==> src/e1_ja_pkg.sv <==
package e1_ja_pkg;

  // Register byte offsets
  localparam logic [4:0] OFS_CTRL     = 5'h00;
  localparam logic [4:0] OFS_STATUS   = 5'h04;
  localparam logic [4:0] OFS_INT_STAT = 5'h08;
  localparam logic [4:0] OFS_INT_MASK = 5'h0c;

  // Control register fields
  localparam int CTL_ATTEN_EN  = 0;
  localparam int CTL_SIDE_TX   = 1;
  localparam int CTL_CENTRE    = 2;
  localparam int CTL_LOSS_SEL  = 3;
  localparam int CTL_EQ_AUTO   = 4;
  localparam int CTL_DEPTH_LSB = 8;
  localparam int CTL_GAIN_LSB  = 12;
  localparam logic [31:0] CTRL_RESET = 32'h0000_0700;

  // Status register fields
  localparam int ST_LOS      = 0;
  localparam int ST_CENTRING = 1;
  localparam int ST_FRAME    = 2;
  localparam int ST_CORR     = 3;
  localparam int ST_FILL_LSB = 8;
  localparam int ST_GAIN_LSB = 16;

  // Interrupt status bits
  localparam int INT_LOS     = 0;
  localparam int INT_CORR    = 1;
  localparam int INT_CENTRED = 2;
  localparam int INT_XRUN    = 3;
  localparam int INT_W       = 4;

  // FIFO geometry
  localparam int WORD_W      = 2;
  localparam int MAX_DEPTH   = 128;
  localparam int DEPTH_STEP  = 16;
  localparam int GUARD_BITS  = 4;
  localparam logic [7:0] GUARD_WORDS = 8'(GUARD_BITS / WORD_W);

  // Timing
  localparam int CLK_PERIOD_NS  = 25;
  localparam int CLK_KHZ        = 40000;
  localparam int BIT_RATE_KHZ   = 2048;
  localparam int LOS_TIME_NS    = 1000000;
  localparam int LOS_CYCLES     =
    (LOS_TIME_NS + CLK_PERIOD_NS - 1) / CLK_PERIOD_NS;
  localparam int CENTRE_NS_PER_WORD = 3904;
  localparam int CENTRE_CYC_PER_WORD = CENTRE_NS_PER_WORD / CLK_PERIOD_NS;

  // Read-rate oscillator: increment and 0.0625 UI trim as a shift
  localparam int NCO_W = 16;
  localparam logic [NCO_W-1:0] NCO_INC =
    NCO_W'((64'(1) << NCO_W) * BIT_RATE_KHZ / CLK_KHZ);
  localparam int ADJ_SHIFT = 4;

endpackage : e1_ja_pkg

==> src/e1_ja_mem.sv <==
`timescale 1ns/100ps
module e1_ja_mem
  import e1_ja_pkg::*;
#(
  parameter int W     = WORD_W,
  parameter int DEPTH = MAX_DEPTH,
  parameter int AW    = $clog2(DEPTH)
) (
  // Clock
  input  wire logic          clk,
  // Write port
  input  wire logic          wr_en,
  input  wire logic [AW-1:0] wr_addr,
  input  wire logic [W-1:0]  wr_data,
  // Read port
  input  wire logic [AW-1:0] rd_addr,
  output logic      [W-1:0]  rd_data
);

  typedef struct packed {
    logic [DEPTH-1:0][W-1:0] mem;
    logic [W-1:0]            rd;
  } mem_s;

  mem_s cur;
  mem_s next_cur;

  // Storage write and registered read
  always_comb begin
    next_cur = cur;
    if (wr_en) begin
      next_cur.mem[wr_addr] = wr_data;
    end
    next_cur.rd = cur.mem[rd_addr];
  end

  always_ff @(posedge clk) begin
    cur <= next_cur;
  end

  assign rd_data = cur.rd;

endmodule : e1_ja_mem

==> src/e1_jitter_atten_fifo.sv <==
// Local design decisions: the register offsets and the Avalon-MM interface to the registers.
`timescale 1ns/100ps
// Summary of operation
// - Attenuator usable on transmit or receive path
// - Transmit: backplane clock writes, cleaned clock reads
// - Receive: line clock writes, dejittered clock reads
// - Depth 16 to 128 two-bit words, steps 16
// - Centre control toggle recentres the read pointer
// - Near either end, trim read rate 0.0625 UI
// - Centring bounded by 3904 ns per word
// - Select bit chooses loss pin source
// - Status bit shows loss of signal
// - Loss declared after 1 ms low amplitude
// - Equalizer gain from software or peak detector
// - Select zero: signal or frame loss; one: signal
// - Mode pins and bits choose attenuation side
module e1_jitter_atten_fifo
  import e1_ja_pkg::*;
#(
  parameter int LOS_CYC          = LOS_CYCLES,
  parameter int CENTRE_PER_WORD  = CENTRE_CYC_PER_WORD
) (
  // Clock and reset
  input  wire logic        clk,
  input  wire logic        resetn,
  // Avalon-MM register slave
  input  wire logic [4:0]  avs_address,
  input  wire logic        avs_read,
  input  wire logic        avs_write,
  input  wire logic [31:0] avs_writedata,
  output logic      [31:0] avs_readdata,
  output logic             avs_waitrequest,
  output logic             irq,
  // Mode pins
  input  wire logic        bus_sync_mode,
  input  wire logic        bus_or_line_mode,
  // Transmit side link
  input  wire logic        backplane_clock_4m,
  input  wire logic        tx_data_in,
  output logic             tx_line_clock,
  output logic             tx_line_data,
  // Receive side link
  input  wire logic        line_rx_clock,
  input  wire logic        line_rx_data,
  output logic             extracted_clock_out,
  output logic             rx_data_out,
  // Line condition and equalizer
  input  wire logic        low_amplitude,
  input  wire logic [3:0]  peak_level,
  input  wire logic        frame_align_lost,
  output logic             loss_indicator_pin,
  output logic [3:0]       eq_gain
);

  typedef enum logic {ST_CENTRE, ST_TRACK} state_e;

  // Synchroniser bit positions
  localparam int SY_BS = 0;
  localparam int SY_BL = 1;
  localparam int SY_BPC = 2;
  localparam int SY_TXD = 3;
  localparam int SY_LNC = 4;
  localparam int SY_LND = 5;
  localparam int SY_LOW = 6;
  localparam int SY_PK = 7;
  localparam int SY_W = 11;

  typedef struct packed {
    logic [SY_W-1:0]  s1;
    logic [SY_W-1:0]  s2;
    logic             bp_prev;
    logic             ln_prev;
    logic             bp_half;
    logic             wbit;
    logic             wphase;
    logic [7:0]       wr_ptr;
    logic [7:0]       rd_ptr;
    state_e           state;
    logic [15:0]      centre_cnt;
    logic             centre_seen;
    logic [2:0]       depth_seen;
    logic [NCO_W-1:0] nco;
    logic [1:0]       shift;
    logic             rphase;
    logic             corr;
    logic             los_prev;
    logic [31:0]      ctrl;
    logic [INT_W-1:0] int_stat;
    logic [INT_W-1:0] int_mask;
    logic             ack;
    logic [31:0]      rdata;
    logic             tx_clk;
    logic             tx_dat;
    logic             rx_clk;
    logic             rx_dat;
    logic             loss;
    logic [3:0]       gain;
  } top_s;

  top_s cur;
  top_s next_cur;

  logic        los_lost;
  logic [1:0]  mem_rd;
  logic        mem_we;
  logic [1:0]  mem_wd;

  // Storage for the attenuator words
  e1_ja_mem #(
    .W     (WORD_W),
    .DEPTH (MAX_DEPTH)
  ) u_mem (
    .clk     (clk),
    .wr_en   (mem_we),
    .wr_addr (cur.wr_ptr[6:0]),
    .wr_data (mem_wd),
    .rd_addr (cur.rd_ptr[6:0]),
    .rd_data (mem_rd)
  );

  // Loss of signal timing on the synchronised amplitude flag
  e1_los_qualifier #(
    .CYCLES (LOS_CYC)
  ) u_los (
    .clk       (clk),
    .resetn    (resetn),
    .low_level (cur.s2[SY_LOW]),
    .lost      (los_lost)
  );

  // Derived control values
  logic             bl;
  logic             bs;
  logic             atten_tx;
  logic             atten_rx;
  logic [7:0]       depth;
  logic [7:0]       fill;
  logic [15:0]      centre_lim;
  logic             bp_rise;
  logic             ln_rise;
  logic             w_tick;
  logic             w_bit;
  logic [NCO_W-1:0] inc;
  logic [NCO_W:0]   nco_sum;
  logic             r_tick;
  logic             bus_hit;
  logic [31:0]      rd_mux;
  logic [INT_W-1:0] ev;
  logic [INT_W-1:0] clr;
  logic             near_full;
  logic             near_empty;

  always_comb begin
    bl = cur.s2[SY_BL];
    bs = cur.s2[SY_BS];
    // Bus sync uses the bits, line sync forces receive, free run is off
    atten_tx = bl & bs & cur.ctrl[CTL_ATTEN_EN] & cur.ctrl[CTL_SIDE_TX];
    atten_rx = bl & (~bs | (cur.ctrl[CTL_ATTEN_EN] &
                            ~cur.ctrl[CTL_SIDE_TX]));
    depth = {1'b0, cur.ctrl[CTL_DEPTH_LSB +: 3], 4'h0} +
            8'(DEPTH_STEP);
    fill = cur.wr_ptr - cur.rd_ptr;
    centre_lim = 16'(CENTRE_PER_WORD * int'(depth));
    bp_rise = cur.s2[SY_BPC] & ~cur.bp_prev;
    ln_rise = cur.s2[SY_LNC] & ~cur.ln_prev;
    // Backplane clock runs at twice the bit rate
    w_tick = atten_tx ? (bp_rise & cur.bp_half) : ln_rise;
    w_bit  = atten_tx ? cur.s2[SY_TXD] : cur.s2[SY_LND];
    near_full  = fill >= depth - GUARD_WORDS;
    near_empty = fill <= GUARD_WORDS;
    // Read rate trimmed by one sixteenth when near either end
    inc = NCO_INC;
    if (cur.state == ST_TRACK && near_full) begin
      inc = NCO_INC + (NCO_INC >> ADJ_SHIFT);
    end else if (cur.state == ST_TRACK && near_empty) begin
      inc = NCO_INC - (NCO_INC >> ADJ_SHIFT);
    end
    nco_sum = {1'b0, cur.nco} + {1'b0, inc};
    r_tick = nco_sum[NCO_W];
    bus_hit = (avs_read | avs_write) & cur.ack;
    unique case (avs_address)
      OFS_CTRL:     rd_mux = cur.ctrl;
      OFS_STATUS: begin
        rd_mux = '0;
        rd_mux[ST_LOS] = los_lost;
        rd_mux[ST_CENTRING] = (cur.state == ST_CENTRE);
        rd_mux[ST_FRAME] = frame_align_lost;
        rd_mux[ST_CORR] = cur.corr;
        rd_mux[ST_FILL_LSB +: 8] = fill;
        rd_mux[ST_GAIN_LSB +: 4] = cur.gain;
      end
      OFS_INT_STAT: rd_mux = 32'(cur.int_stat);
      OFS_INT_MASK: rd_mux = 32'(cur.int_mask);
      default:      rd_mux = '0;
    endcase
  end

  // Write a word when the second bit arrives and there is room
  assign mem_we = w_tick & cur.wphase & (fill < depth);
  assign mem_wd = {cur.wbit, w_bit};

  // Next state of the whole block
  always_comb begin
    next_cur = cur;
    ev = '0;
    clr = '0;
    // Two-stage synchronisers for the mode, link, amplitude and peak pins; frame_align_lost is used unsynchronised
    next_cur.s1 = {peak_level, low_amplitude, line_rx_data, line_rx_clock,
                   tx_data_in, backplane_clock_4m, bus_or_line_mode,
                   bus_sync_mode};
    next_cur.s2 = cur.s1;
    next_cur.bp_prev = cur.s2[SY_BPC];
    next_cur.ln_prev = cur.s2[SY_LNC];
    if (bp_rise) begin
      next_cur.bp_half = ~cur.bp_half;
    end
    // Pack serial bits into two-bit words, first bit high
    if (w_tick) begin
      next_cur.wphase = ~cur.wphase;
      next_cur.wbit = w_bit;
      if (cur.wphase && fill < depth) begin
        next_cur.wr_ptr = cur.wr_ptr + 8'h01;
      end else if (cur.wphase) begin
        ev[INT_XRUN] = 1'b1;
      end
    end
    // Read side: dejittered bit clock from the trimmed oscillator
    next_cur.nco = nco_sum[NCO_W-1:0];
    if (r_tick && cur.state == ST_TRACK) begin
      next_cur.rphase = ~cur.rphase;
      if (!cur.rphase) begin
        if (fill != 8'h00) begin
          next_cur.shift = mem_rd;
          next_cur.rd_ptr = cur.rd_ptr + 8'h01;
        end else begin
          next_cur.shift = '0;
          ev[INT_XRUN] = 1'b1;
        end
      end else begin
        next_cur.shift = {cur.shift[0], 1'b0};
      end
    end
    next_cur.corr = (cur.state == ST_TRACK) & (near_full | near_empty);
    ev[INT_CORR] = next_cur.corr & ~cur.corr;
    // Centring: restart empty, stall reads, let writes refill to half
    next_cur.centre_seen = cur.ctrl[CTL_CENTRE];
    next_cur.depth_seen = cur.ctrl[CTL_DEPTH_LSB +: 3];
    unique case (cur.state)
      ST_CENTRE: begin
        next_cur.centre_cnt = cur.centre_cnt + 16'h0001;
        if (fill >= (depth >> 1) || cur.centre_cnt >= centre_lim) begin
          next_cur.state = ST_TRACK;
          next_cur.rphase = 1'b0;
          ev[INT_CENTRED] = 1'b1;
        end
      end
      ST_TRACK: begin
        next_cur.centre_cnt = '0;
      end
    endcase
    if (cur.ctrl[CTL_CENTRE] != cur.centre_seen ||
        cur.ctrl[CTL_DEPTH_LSB +: 3] != cur.depth_seen) begin
      next_cur.state = ST_CENTRE;
      next_cur.centre_cnt = '0;
      next_cur.rd_ptr = mem_we ? cur.wr_ptr + 8'h01 : cur.wr_ptr;
    end
    // Line loss events
    next_cur.los_prev = los_lost;
    ev[INT_LOS] = los_lost & ~cur.los_prev;
    // Register bus: one wait cycle, then the transfer completes
    next_cur.ack = (avs_read | avs_write) & ~cur.ack;
    if ((avs_read | avs_write) && !cur.ack) begin
      next_cur.rdata = avs_read ? rd_mux : '0;
    end
    if (bus_hit && avs_write) begin
      unique case (avs_address)
        OFS_CTRL:     next_cur.ctrl = avs_writedata;
        OFS_INT_STAT: clr = avs_writedata[INT_W-1:0];
        OFS_INT_MASK: next_cur.int_mask = avs_writedata[INT_W-1:0];
        default: ;
      endcase
    end
    // Set wins over a clear in the same cycle
    next_cur.int_stat = (cur.int_stat & ~clr) | ev;
    // Outputs: attenuated path while tracking, bypass otherwise, except the free-run tx clock taken from the oscillator
    if (atten_tx && cur.state == ST_TRACK) begin
      next_cur.tx_clk = cur.nco[NCO_W-1];
      next_cur.tx_dat = cur.shift[1];
    end else begin
      next_cur.tx_clk = bl ? cur.s2[SY_BPC] : cur.nco[NCO_W-1];
      next_cur.tx_dat = cur.s2[SY_TXD];
    end
    if (atten_rx && cur.state == ST_TRACK) begin
      next_cur.rx_clk = cur.nco[NCO_W-1];
      next_cur.rx_dat = cur.shift[1];
    end else begin
      next_cur.rx_clk = cur.s2[SY_LNC];
      next_cur.rx_dat = cur.s2[SY_LND];
    end
    next_cur.loss = cur.ctrl[CTL_LOSS_SEL] ? los_lost :
                    (los_lost | frame_align_lost);
    next_cur.gain = cur.ctrl[CTL_EQ_AUTO] ? cur.s2[SY_PK +: 4] :
                    cur.ctrl[CTL_GAIN_LSB +: 4];
  end

  always_ff @(posedge clk or negedge resetn) begin
    if (!resetn) begin
      cur <= '0;
      cur.state <= ST_CENTRE;
      cur.ctrl <= CTRL_RESET;
      cur.depth_seen <= CTRL_RESET[CTL_DEPTH_LSB +: 3];
    end else begin
      cur <= next_cur;
    end
  end

  // Port drive
  assign avs_readdata        = cur.rdata;
  assign avs_waitrequest     = (avs_read | avs_write) & ~cur.ack;
  assign irq                 = |(cur.int_stat & cur.int_mask);
  assign tx_line_clock       = cur.tx_clk;
  assign tx_line_data        = cur.tx_dat;
  assign extracted_clock_out = cur.rx_clk;
  assign rx_data_out         = cur.rx_dat;
  assign loss_indicator_pin  = cur.loss;
  assign eq_gain             = cur.gain;

endmodule : e1_jitter_atten_fifo

==> src/e1_los_qualifier.sv <==
`timescale 1ns/100ps
module e1_los_qualifier
  import e1_ja_pkg::*;
#(
  parameter int CYCLES = LOS_CYCLES,
  parameter int CW     = $clog2(CYCLES + 1)
) (
  // Clock and reset
  input  wire logic clk,
  input  wire logic resetn,
  // Low amplitude level, already synchronised
  input  wire logic low_level,
  output logic      lost
);

  typedef struct packed {
    logic [CW-1:0] cnt;
    logic          lost;
  } los_s;

  los_s cur;
  los_s next_cur;

  // Declare loss only after the low level has lasted the full time
  always_comb begin
    next_cur = cur;
    if (!low_level) begin
      next_cur.cnt  = '0;
      next_cur.lost = 1'b0;
    end else if (cur.cnt >= CW'(CYCLES - 1)) begin
      next_cur.lost = 1'b1;
    end else begin
      next_cur.cnt = cur.cnt + CW'(1);
    end
  end

  always_ff @(posedge clk or negedge resetn) begin
    if (!resetn) begin
      cur <= '0;
    end else begin
      cur <= next_cur;
    end
  end

  assign lost = cur.lost;

endmodule : e1_los_qualifier

==> config.mk <==
export PLATFORM = sky130hd
export DESIGN_NAME = e1_jitter_atten_fifo
export DESIGN_NICKNAME = d
export VERILOG_FILES = /design/src/e1_ja_pkg.sv /design/src/e1_ja_mem.sv /design/src/e1_jitter_atten_fifo.sv /design/src/e1_los_qualifier.sv
export SDC_FILE = /design/constraint.sdc
export NUM_CORES = 1
export LEC_CHECK = 0
export ABC_AREA = 0
export BUFFER_PORTS_ARGS = -buffer_cell sky130_fd_sc_hd__buf_2
export CAP_MARGIN = 10
export CORE_MARGIN = 5
export CORE_UTILIZATION = 30
export CTS_CLUSTER_DIAMETER = 100
export DETAILED_ROUTE_END_ITERATION = 10
export PLACE_DENSITY = 0.49
export SKIP_CTS_REPAIR_TIMING = 1
export SYNTH_ARGS = -nofsm -noshare
export SYNTH_HDL_FRONTEND = slang
export SYNTH_HIERARCHICAL = 1
export SYNTH_SLANG_ARGS = --single-unit
==> constraint.sdc <==
create_clock -name clk -period 9.2 [get_ports clk]
set_clock_uncertainty 0.05 [all_clocks]
set_input_delay 0.92 -clock clk [delete_from_list [all_inputs] [get_ports clk]]
set_output_delay 0.92 -clock clk [all_outputs]
set_load 0.01 [all_outputs]
# Word-level counts from Yosys, hierarchy flattened

Index checks and enable logic that the tools add are counted.

Output and inout port bits: 43
Register bits: 442
Bits of input ports: 53
Word-level logic and storage cells: 282

Equality and inequality tests: 8
Add/subtract/negate cells: 8
$lt $le $gt $ge: 9
Muxes and demuxes: 41
Bitwise gates (word level): 34
$mul: 1
Reduce and logical (&&, ||, !) cells: 21

Operator list:

| operator                | number |
|---|---|
| $bwmux W256             | 1 |
| $pmux W32 S4            | 1 |
| $add A16 B1 Y16 const B | 2 |
| $mux W16                | 2 |
| $mux W32                | 1 |
| $mux W8                 | 4 |
| $pmux W16 S2            | 1 |
| $mux W25                | 1 |
| $add A16 B16 Y17        | 1 |
| $mux W1                 | 17 |
| $mux W17                | 1 |
| $add A8 B1 Y8 const B   | 2 |
| $ge A16 B16 Y1          | 1 |
| $ge A16 B16 Y1 const B  | 1 |
| $lt A7 B8 Y1 const B    | 2 |
| $and A1 B1 Y1           | 15 |
| $bmux W2 S7             | 1 |
| $demux W2 S7            | 1 |
| $mul A6 B8 Y14 const A  | 1 |
| $mux W2                 | 6 |
| $mux W4                 | 3 |
| $not A1 Y1              | 11 |
| $eq A5 B4 Y1 const B    | 2 |
| $logic_and A1 B1 Y1     | 9 |
| 26 further kinds        | 35 |

# Depth between registers and ports, before layout

Depth after elaboration: 10
Gate-level depth with buffers: 24

# Cells and area by module

The synthesis kept the hierarchy.

By module, submodules not included:

| module               | area an instance (um^2) | sequential area each (um^2) | cells an instance | instances |
|---|---|---|---|---|
| e1_ja_mem            | 10,562.6                | 7,727.4                     | 600               | 1 |
| e1_jitter_atten_fifo | 8,490.6                 | 4,186.5                     | 756               | 1 |
| e1_los_qualifier     | 1,044.8                 | 425.4                       | 111               | 1 |

# Worst setup path after synthesis

No wires, ideal clock.

Path kind: register -> register
Start point: register, netlist name cur[58]
End point: register, netlist name cur[131]
Data arrival time: 5.565 ns
Setup time: 0.123 ns
Setup slack: 3.462 ns
Clock period less this slack: 5.738 ns
Cell stages (with the launch flop): 22
Buffers on the path: 2
Cells stage by stage: dfstp_2 > clkbuf_1 > inv_1 > ha_1 > xnor2_1 > inv_1 > ha_1 > and4_1 > a221o_1 > maj3_1 > a211oi_1 > nand2b_1 > ha_1 > inv_1 > fa_1 > nor2b_1 > o31a_1 > nor3_1 > or3_1 > clkbuf_1 > or4_1 > o221a_1

==> tab_implementation.tex <==
\begin{tabular}{lr}
\hline
Metric & Value \\
\hline
\multicolumn{2}{l}{\textbf{Cells and area}} \\
\quad Number of nets in the finished design & between 1500 and 2000 \\
\quad Antenna Diode Count & 0 \\
\quad Proportion of layout cells with a drive suffix above 1 & 20.6\% \\
\quad Final std cell area, no fill & roughly 23000 µm² \\
\quad Area delta synth->final & 14.3\% \\
\multicolumn{2}{l}{\textbf{Critical path}} \\
\quad Worst Setup Start Kind & register \\
\quad Buf+Inv Stages, Crit Path & 2 \\
\quad Chain of cells forming the critical path & inv\_1 -> ha\_1 -> nand2\_1 -> a211oi\_1 -> nor2\_1 -> xnor2\_2 -> ha\_1 -> and4\_1 -> a221o\_1 -> maj3\_1 -> a211oi\_1 -> nand2b\_1 -> ha\_1 -> inv\_1 -> fa\_1 -> nor2b\_1 -> o31a\_1 -> nor3\_1 -> or3\_1 -> or4\_1 -> o221a\_1 \\
\quad Category of cells accounting for the largest share of critical-path delay & simple AND/OR/NAND/NOR gates \\
\quad Arrival time at the worst endpoint & about 7.4 ns \\
\quad Worst-path maximum fanout & 15 \\
\quad Most frequent cell on the critical path & ha\_1 \\
\quad CP Data Required Time & 9.63 ns \\
\quad Cell with the biggest individual delay on the critical path & dfrtp\_1 \\
\quad Type of the worst setup path & register to register \\
\quad Maximum single-stage delay on the critical path & roughly 0.87 ns \\
\quad Kind of end point of the critical path & register \\
\multicolumn{2}{l}{\textbf{Job}} \\
\quad Max-cap violations & 0 \\
\multicolumn{2}{l}{\textbf{Yosys}} \\
\quad Netlist cell types & 83 \\
\quad Post-Syn Instances & 1467 \\
\quad Most frequent cells after synthesis & 256 x edfxtp\_1, 178 x dfrtp\_1, 174 x nor2\_1, 79 x nand2\_1, 56 x ha\_1 \\
\quad Primary flip-flop cell chosen by synthesis mapping & edfxtp\_1 \\
\quad Arithmetic-cell share of the synthesized area counting full adders, half adders and majority gates & under 10\% \\
\quad Main combinational cell family by area after synthesis & multiplexers \\
\quad Area share of the leading cell type in the synthesized netlist & around two fifths \\
\quad Basic-gate share of the synthesized area counting and, or, nand and nor cells & 9.86\% \\
\quad Warnings from Yosys & 6 \\
\quad Synthesized-area fraction occupied by ao, oa, aoi and oai cells & between 7 and 8\% \\
\quad Area contributors post-synth & edfxtp\_1 38\%, dfrtp\_1 22\%, mux4\_2 5.3\% \\
\quad Cell type with the highest aggregate area in the netlist & edfxtp\_1 \\
\quad Top-count cell post-synth & edfxtp\_1 \\
\quad Netlist area before placement & $\sim$20000 µm² \\
\quad Multiplexer area fraction after synthesis & about 11\% \\
\quad Synth Net Count & around 1600 \\
\quad Xor and xnor area share after synthesis & roughly 2.6\% \\
\quad Number of enable-type register cells in the synthesized netlist & 256 \\
\quad Synthesized flop and latch total & around 440 \\
\quad Share of synthesized area occupied by flip-flops and latches & 61.4\% \\
\quad Async set or reset register ratio after synthesis & 41.6\% \\
\quad Post-synthesis area per instance & around 14 µm² \\
\multicolumn{2}{l}{\textbf{Power and ir drop}} \\
\quad Power dissipated by switching net loads & approximately 2.0 mW \\
\quad Clock network power share & between 30 and 40\% \\
\quad Power Density & 275 nW/µm² \\
\quad Fraction of power spent switching nets & approximately 32\% \\
\quad Combinational power share & between 20\% and 30\% \\
\quad Worst IR drop on VDD & around 0.15 mV \\
\quad Sequential group share of total power & between 30\% and 40\% \\
\quad Leakage & between 8 and 9 nW \\
\quad Cell internal power dissipation & 4.29 mW \\
\multicolumn{2}{l}{\textbf{Floorplanning}} \\
\quad Core area & 66100 µm² \\
\quad Count of standard-cell rows & 94 \\
\quad Initial core utilization & a little under a third \\
\quad Top-level port count & 96 \\
\quad Die boundary height & roughly 270 µm \\
\quad Width of the chip & 269 µm \\
\quad Die Area & a little over 70000 µm² \\
\multicolumn{2}{l}{\textbf{Route}} \\
\quad Average wire length per cell after detail routing & approximately 20 µm \\
\quad Post-detailed-route via-to-cell ratio & 4.96 \\
\quad Final routed DRC violation total & 0 \\
\quad DRT iter0 DRCs & 834 \\
\quad Count of nets left with antenna violations after detail routing & 0 \\
\quad Post-Route WL & between 40000 and 50000 µm \\
\quad Number of vias after detailed routing & $\sim$12000 \\
\quad Number of optimization iterations in the first detailed-route pass & 5 \\
\multicolumn{2}{l}{\textbf{Timing}} \\
\quad Clock period minus worst slack & between 6 and 7 ns \\
\quad Worst slew margin relative to its limit & between 20\% and 30\% \\
\quad Number of setup violations in the final report & 0 \\
\quad Slew of the pin with the lowest slew margin & roughly 1.1 ns \\
\quad Pins Over Slew Limit & 0 \\
\quad Summed negative setup slack over all endpoints & 0 ns \\
\quad Fin crit share & about 75\% \\
\quad Unrepaired setup endpoints after global routing & no \\
\quad Highest clock rate & between 0.1 and 0.15 GHz \\
\quad Final hold violation count & 0 \\
\multicolumn{2}{l}{\textbf{Hold path}} \\
\quad Hold WC Path Type & primary input to async pin \\
\multicolumn{2}{l}{\textbf{Clocking}} \\
\quad \# clock sinks & roughly 440 \\
\quad Clock Pin Slew Worst Setup and Hold Paths & around 0.060 ns \\
\quad Number of levels the H-tree was split into & 2 \\
\quad CTS tree & yes \\
\quad Insertion delay to the later sink of the worst-skew pair & around 0.6 ns \\
\quad Number of buffers created by CTS & just over 50 \\
\quad Max Buffers Root-to-Sink & 3 \\
\quad Clock tree root driver cell & clkbuf\_16 \\
\multicolumn{2}{l}{\textbf{Global routing}} \\
\quad Wire length of the first global-routing pass & between 70000 and 80000 µm \\
\quad Vias in the first global route & 12712 \\
\quad Initial antenna violation count & 0 \\
\quad Overall global routing resource usage & 13.2\% \\
\quad GRT Residual Overflow & 0 \\
\quad Pin count of the biggest net entering global routing & between 80 and 90 \\
\multicolumn{2}{l}{\textbf{Placed design}} \\
\quad Routability-driven placement congestion ratio & 0.779 \\
\quad HPWL after DPL & between 30000 and 40000 µm \\
\quad Cell area after placement & around 21000 µm² \\
\quad Total of buffers placed on input and output ports & 95 \\
\multicolumn{2}{l}{\textbf{Outcome}} \\
\quad Status & finished, final reports clean \\
\hline
\end{tabular}
-- metrics by stage --
stage                     setup WS, ns  hold WS, ns  std cells  util [%]  total power, mW
after detailed placement          2.24        0.289       2351      32.2             4.33
final                             2.28        0.251       2445      34.8             6.31
after global placement            2.32        0.283       2351      32.2             4.30
after CTS                         2.19        0.247       2445      34.8             6.43
after floorplan                   3.46        0.281       1467         -             3.82
after global routing              1.69        0.288       2445      34.8             6.71
-- placed cells by master (no fill, tap or decap), types with 15 or more instances in the layout --
| cell type | n |
|---|---|
| mux2_2 | 52 |
| nand4_1 | 17 |
| dfrtp_1 | 175 |
| xor2_1 | 25 |
| nand3_1 | 34 |
| a21oi_1 | 39 |
| a22o_1 | 20 |
| o21ai_0 | 41 |
| mux2i_1 | 38 |
| buf_2 | 94 |
| nand2_1 | 78 |
| inv_1 | 48 |
| and3_1 | 15 |
| a22oi_1 | 30 |
| buf_4 | 16 |
| nor2_1 | 174 |
| nand2b_1 | 21 |
| clkbuf_16 | 51 |
| xnor2_1 | 30 |
| mux4_2 | 47 |
| edfxtp_1 | 256 |
| ha_1 | 56 |
-- flip-flops by register name, summed over array words and instances (netlist names), 2 cells and up --
signal,cells
cur,124
u_mem/rd_data,2
u_los/cur,16
avs_readdata,32
eq_gain,4
u_mem/cur,256
-- logic make-up (layout without fill, tap and decap cells) --
kind of cell               after synthesis  count (layout)
AOI/OAI and AO/OA                      204             204
xor gates and xnor gates                57              57
adders and majority gates               62              62
buffers and inverters                  140             254
DFF                                    442             442
muxes                                  147             147
other                                    1               1
and+or+nand+nor                        414             414
-- power groups by stage --
stage / sequential, mW / combinational (mW) / clock [mW]
after floorplan: 2.39 / 1.43 / 0
after global placement: 2.49 / 1.82 / 0
final: 2.44 / 1.82 / 2.06
after CTS: 2.45 / 1.85 / 2.13
after detailed placement: 2.49 / 1.84 / 0
after global routing: 2.47 / 2.03 / 2.21
-- final timing paths --
| check | endpoint | from | slack, ns | cells after the start |
|---|---|---|---|---|
| max | cur[131] | cur[128] | 2.28 | 21 |
| min | cur[107] | resetn | 0.25 | 1 |
| max reg2reg | cur[131] | cur[128] | 2.28 | 21 |
| min reg2reg | cur[148] | cur[159] | 0.30 | 0 |
| max in group asynchronous | cur[154] | resetn | 6.87 | 3 |
| min in group clk | cur[148] | cur[159] | 0.30 | 0 |
-- area by class of cell --
type	instances	area, µm²
Clock buffer	65	1380
Inverter	49	184
Timing Repair Buffer	111	604
Sequential cell	442	12300
Tap cell	864	1080
Clock inverter	29	323
Multi-Input combinational cell	885	7050
Fill cell	6473	43100
-- per-layer routing --
| layer | GRT usage [%] | wire [µm] | vias to the layer above |
|---|---|---|---|
| met5 | 0 | 0 | - |
| met1 | 18.1 | 21700 | 6200 |
| met2 | 21.5 | 22800 | 269 |
| li1 | - | - | 5580 |
| met3 | 2.44 | 2380 | 72 |
| met4 | 3.79 | 1140 | 0 |
-- worst register-to-register path: stages (launching register included) --
cell	delay, ns
dfrtp_1	0.87
inv_1	0.16
ha_1	0.47
nand2_1	0.08
a211oi_1	0.28
nor2_1	0.13
xnor2_2	0.49
ha_1	0.35
and4_1	0.19
a221o_1	0.32
maj3_1	0.38
a211oi_1	0.47
nand2b_1	0.21
ha_1	0.18
inv_1	0.05
fa_1	0.39
nor2b_1	0.16
o31a_1	0.17
nor3_1	0.10
or3_1	0.50
or4_1	0.57
o221a_1	0.23
(Power assumes the default switching activity.)
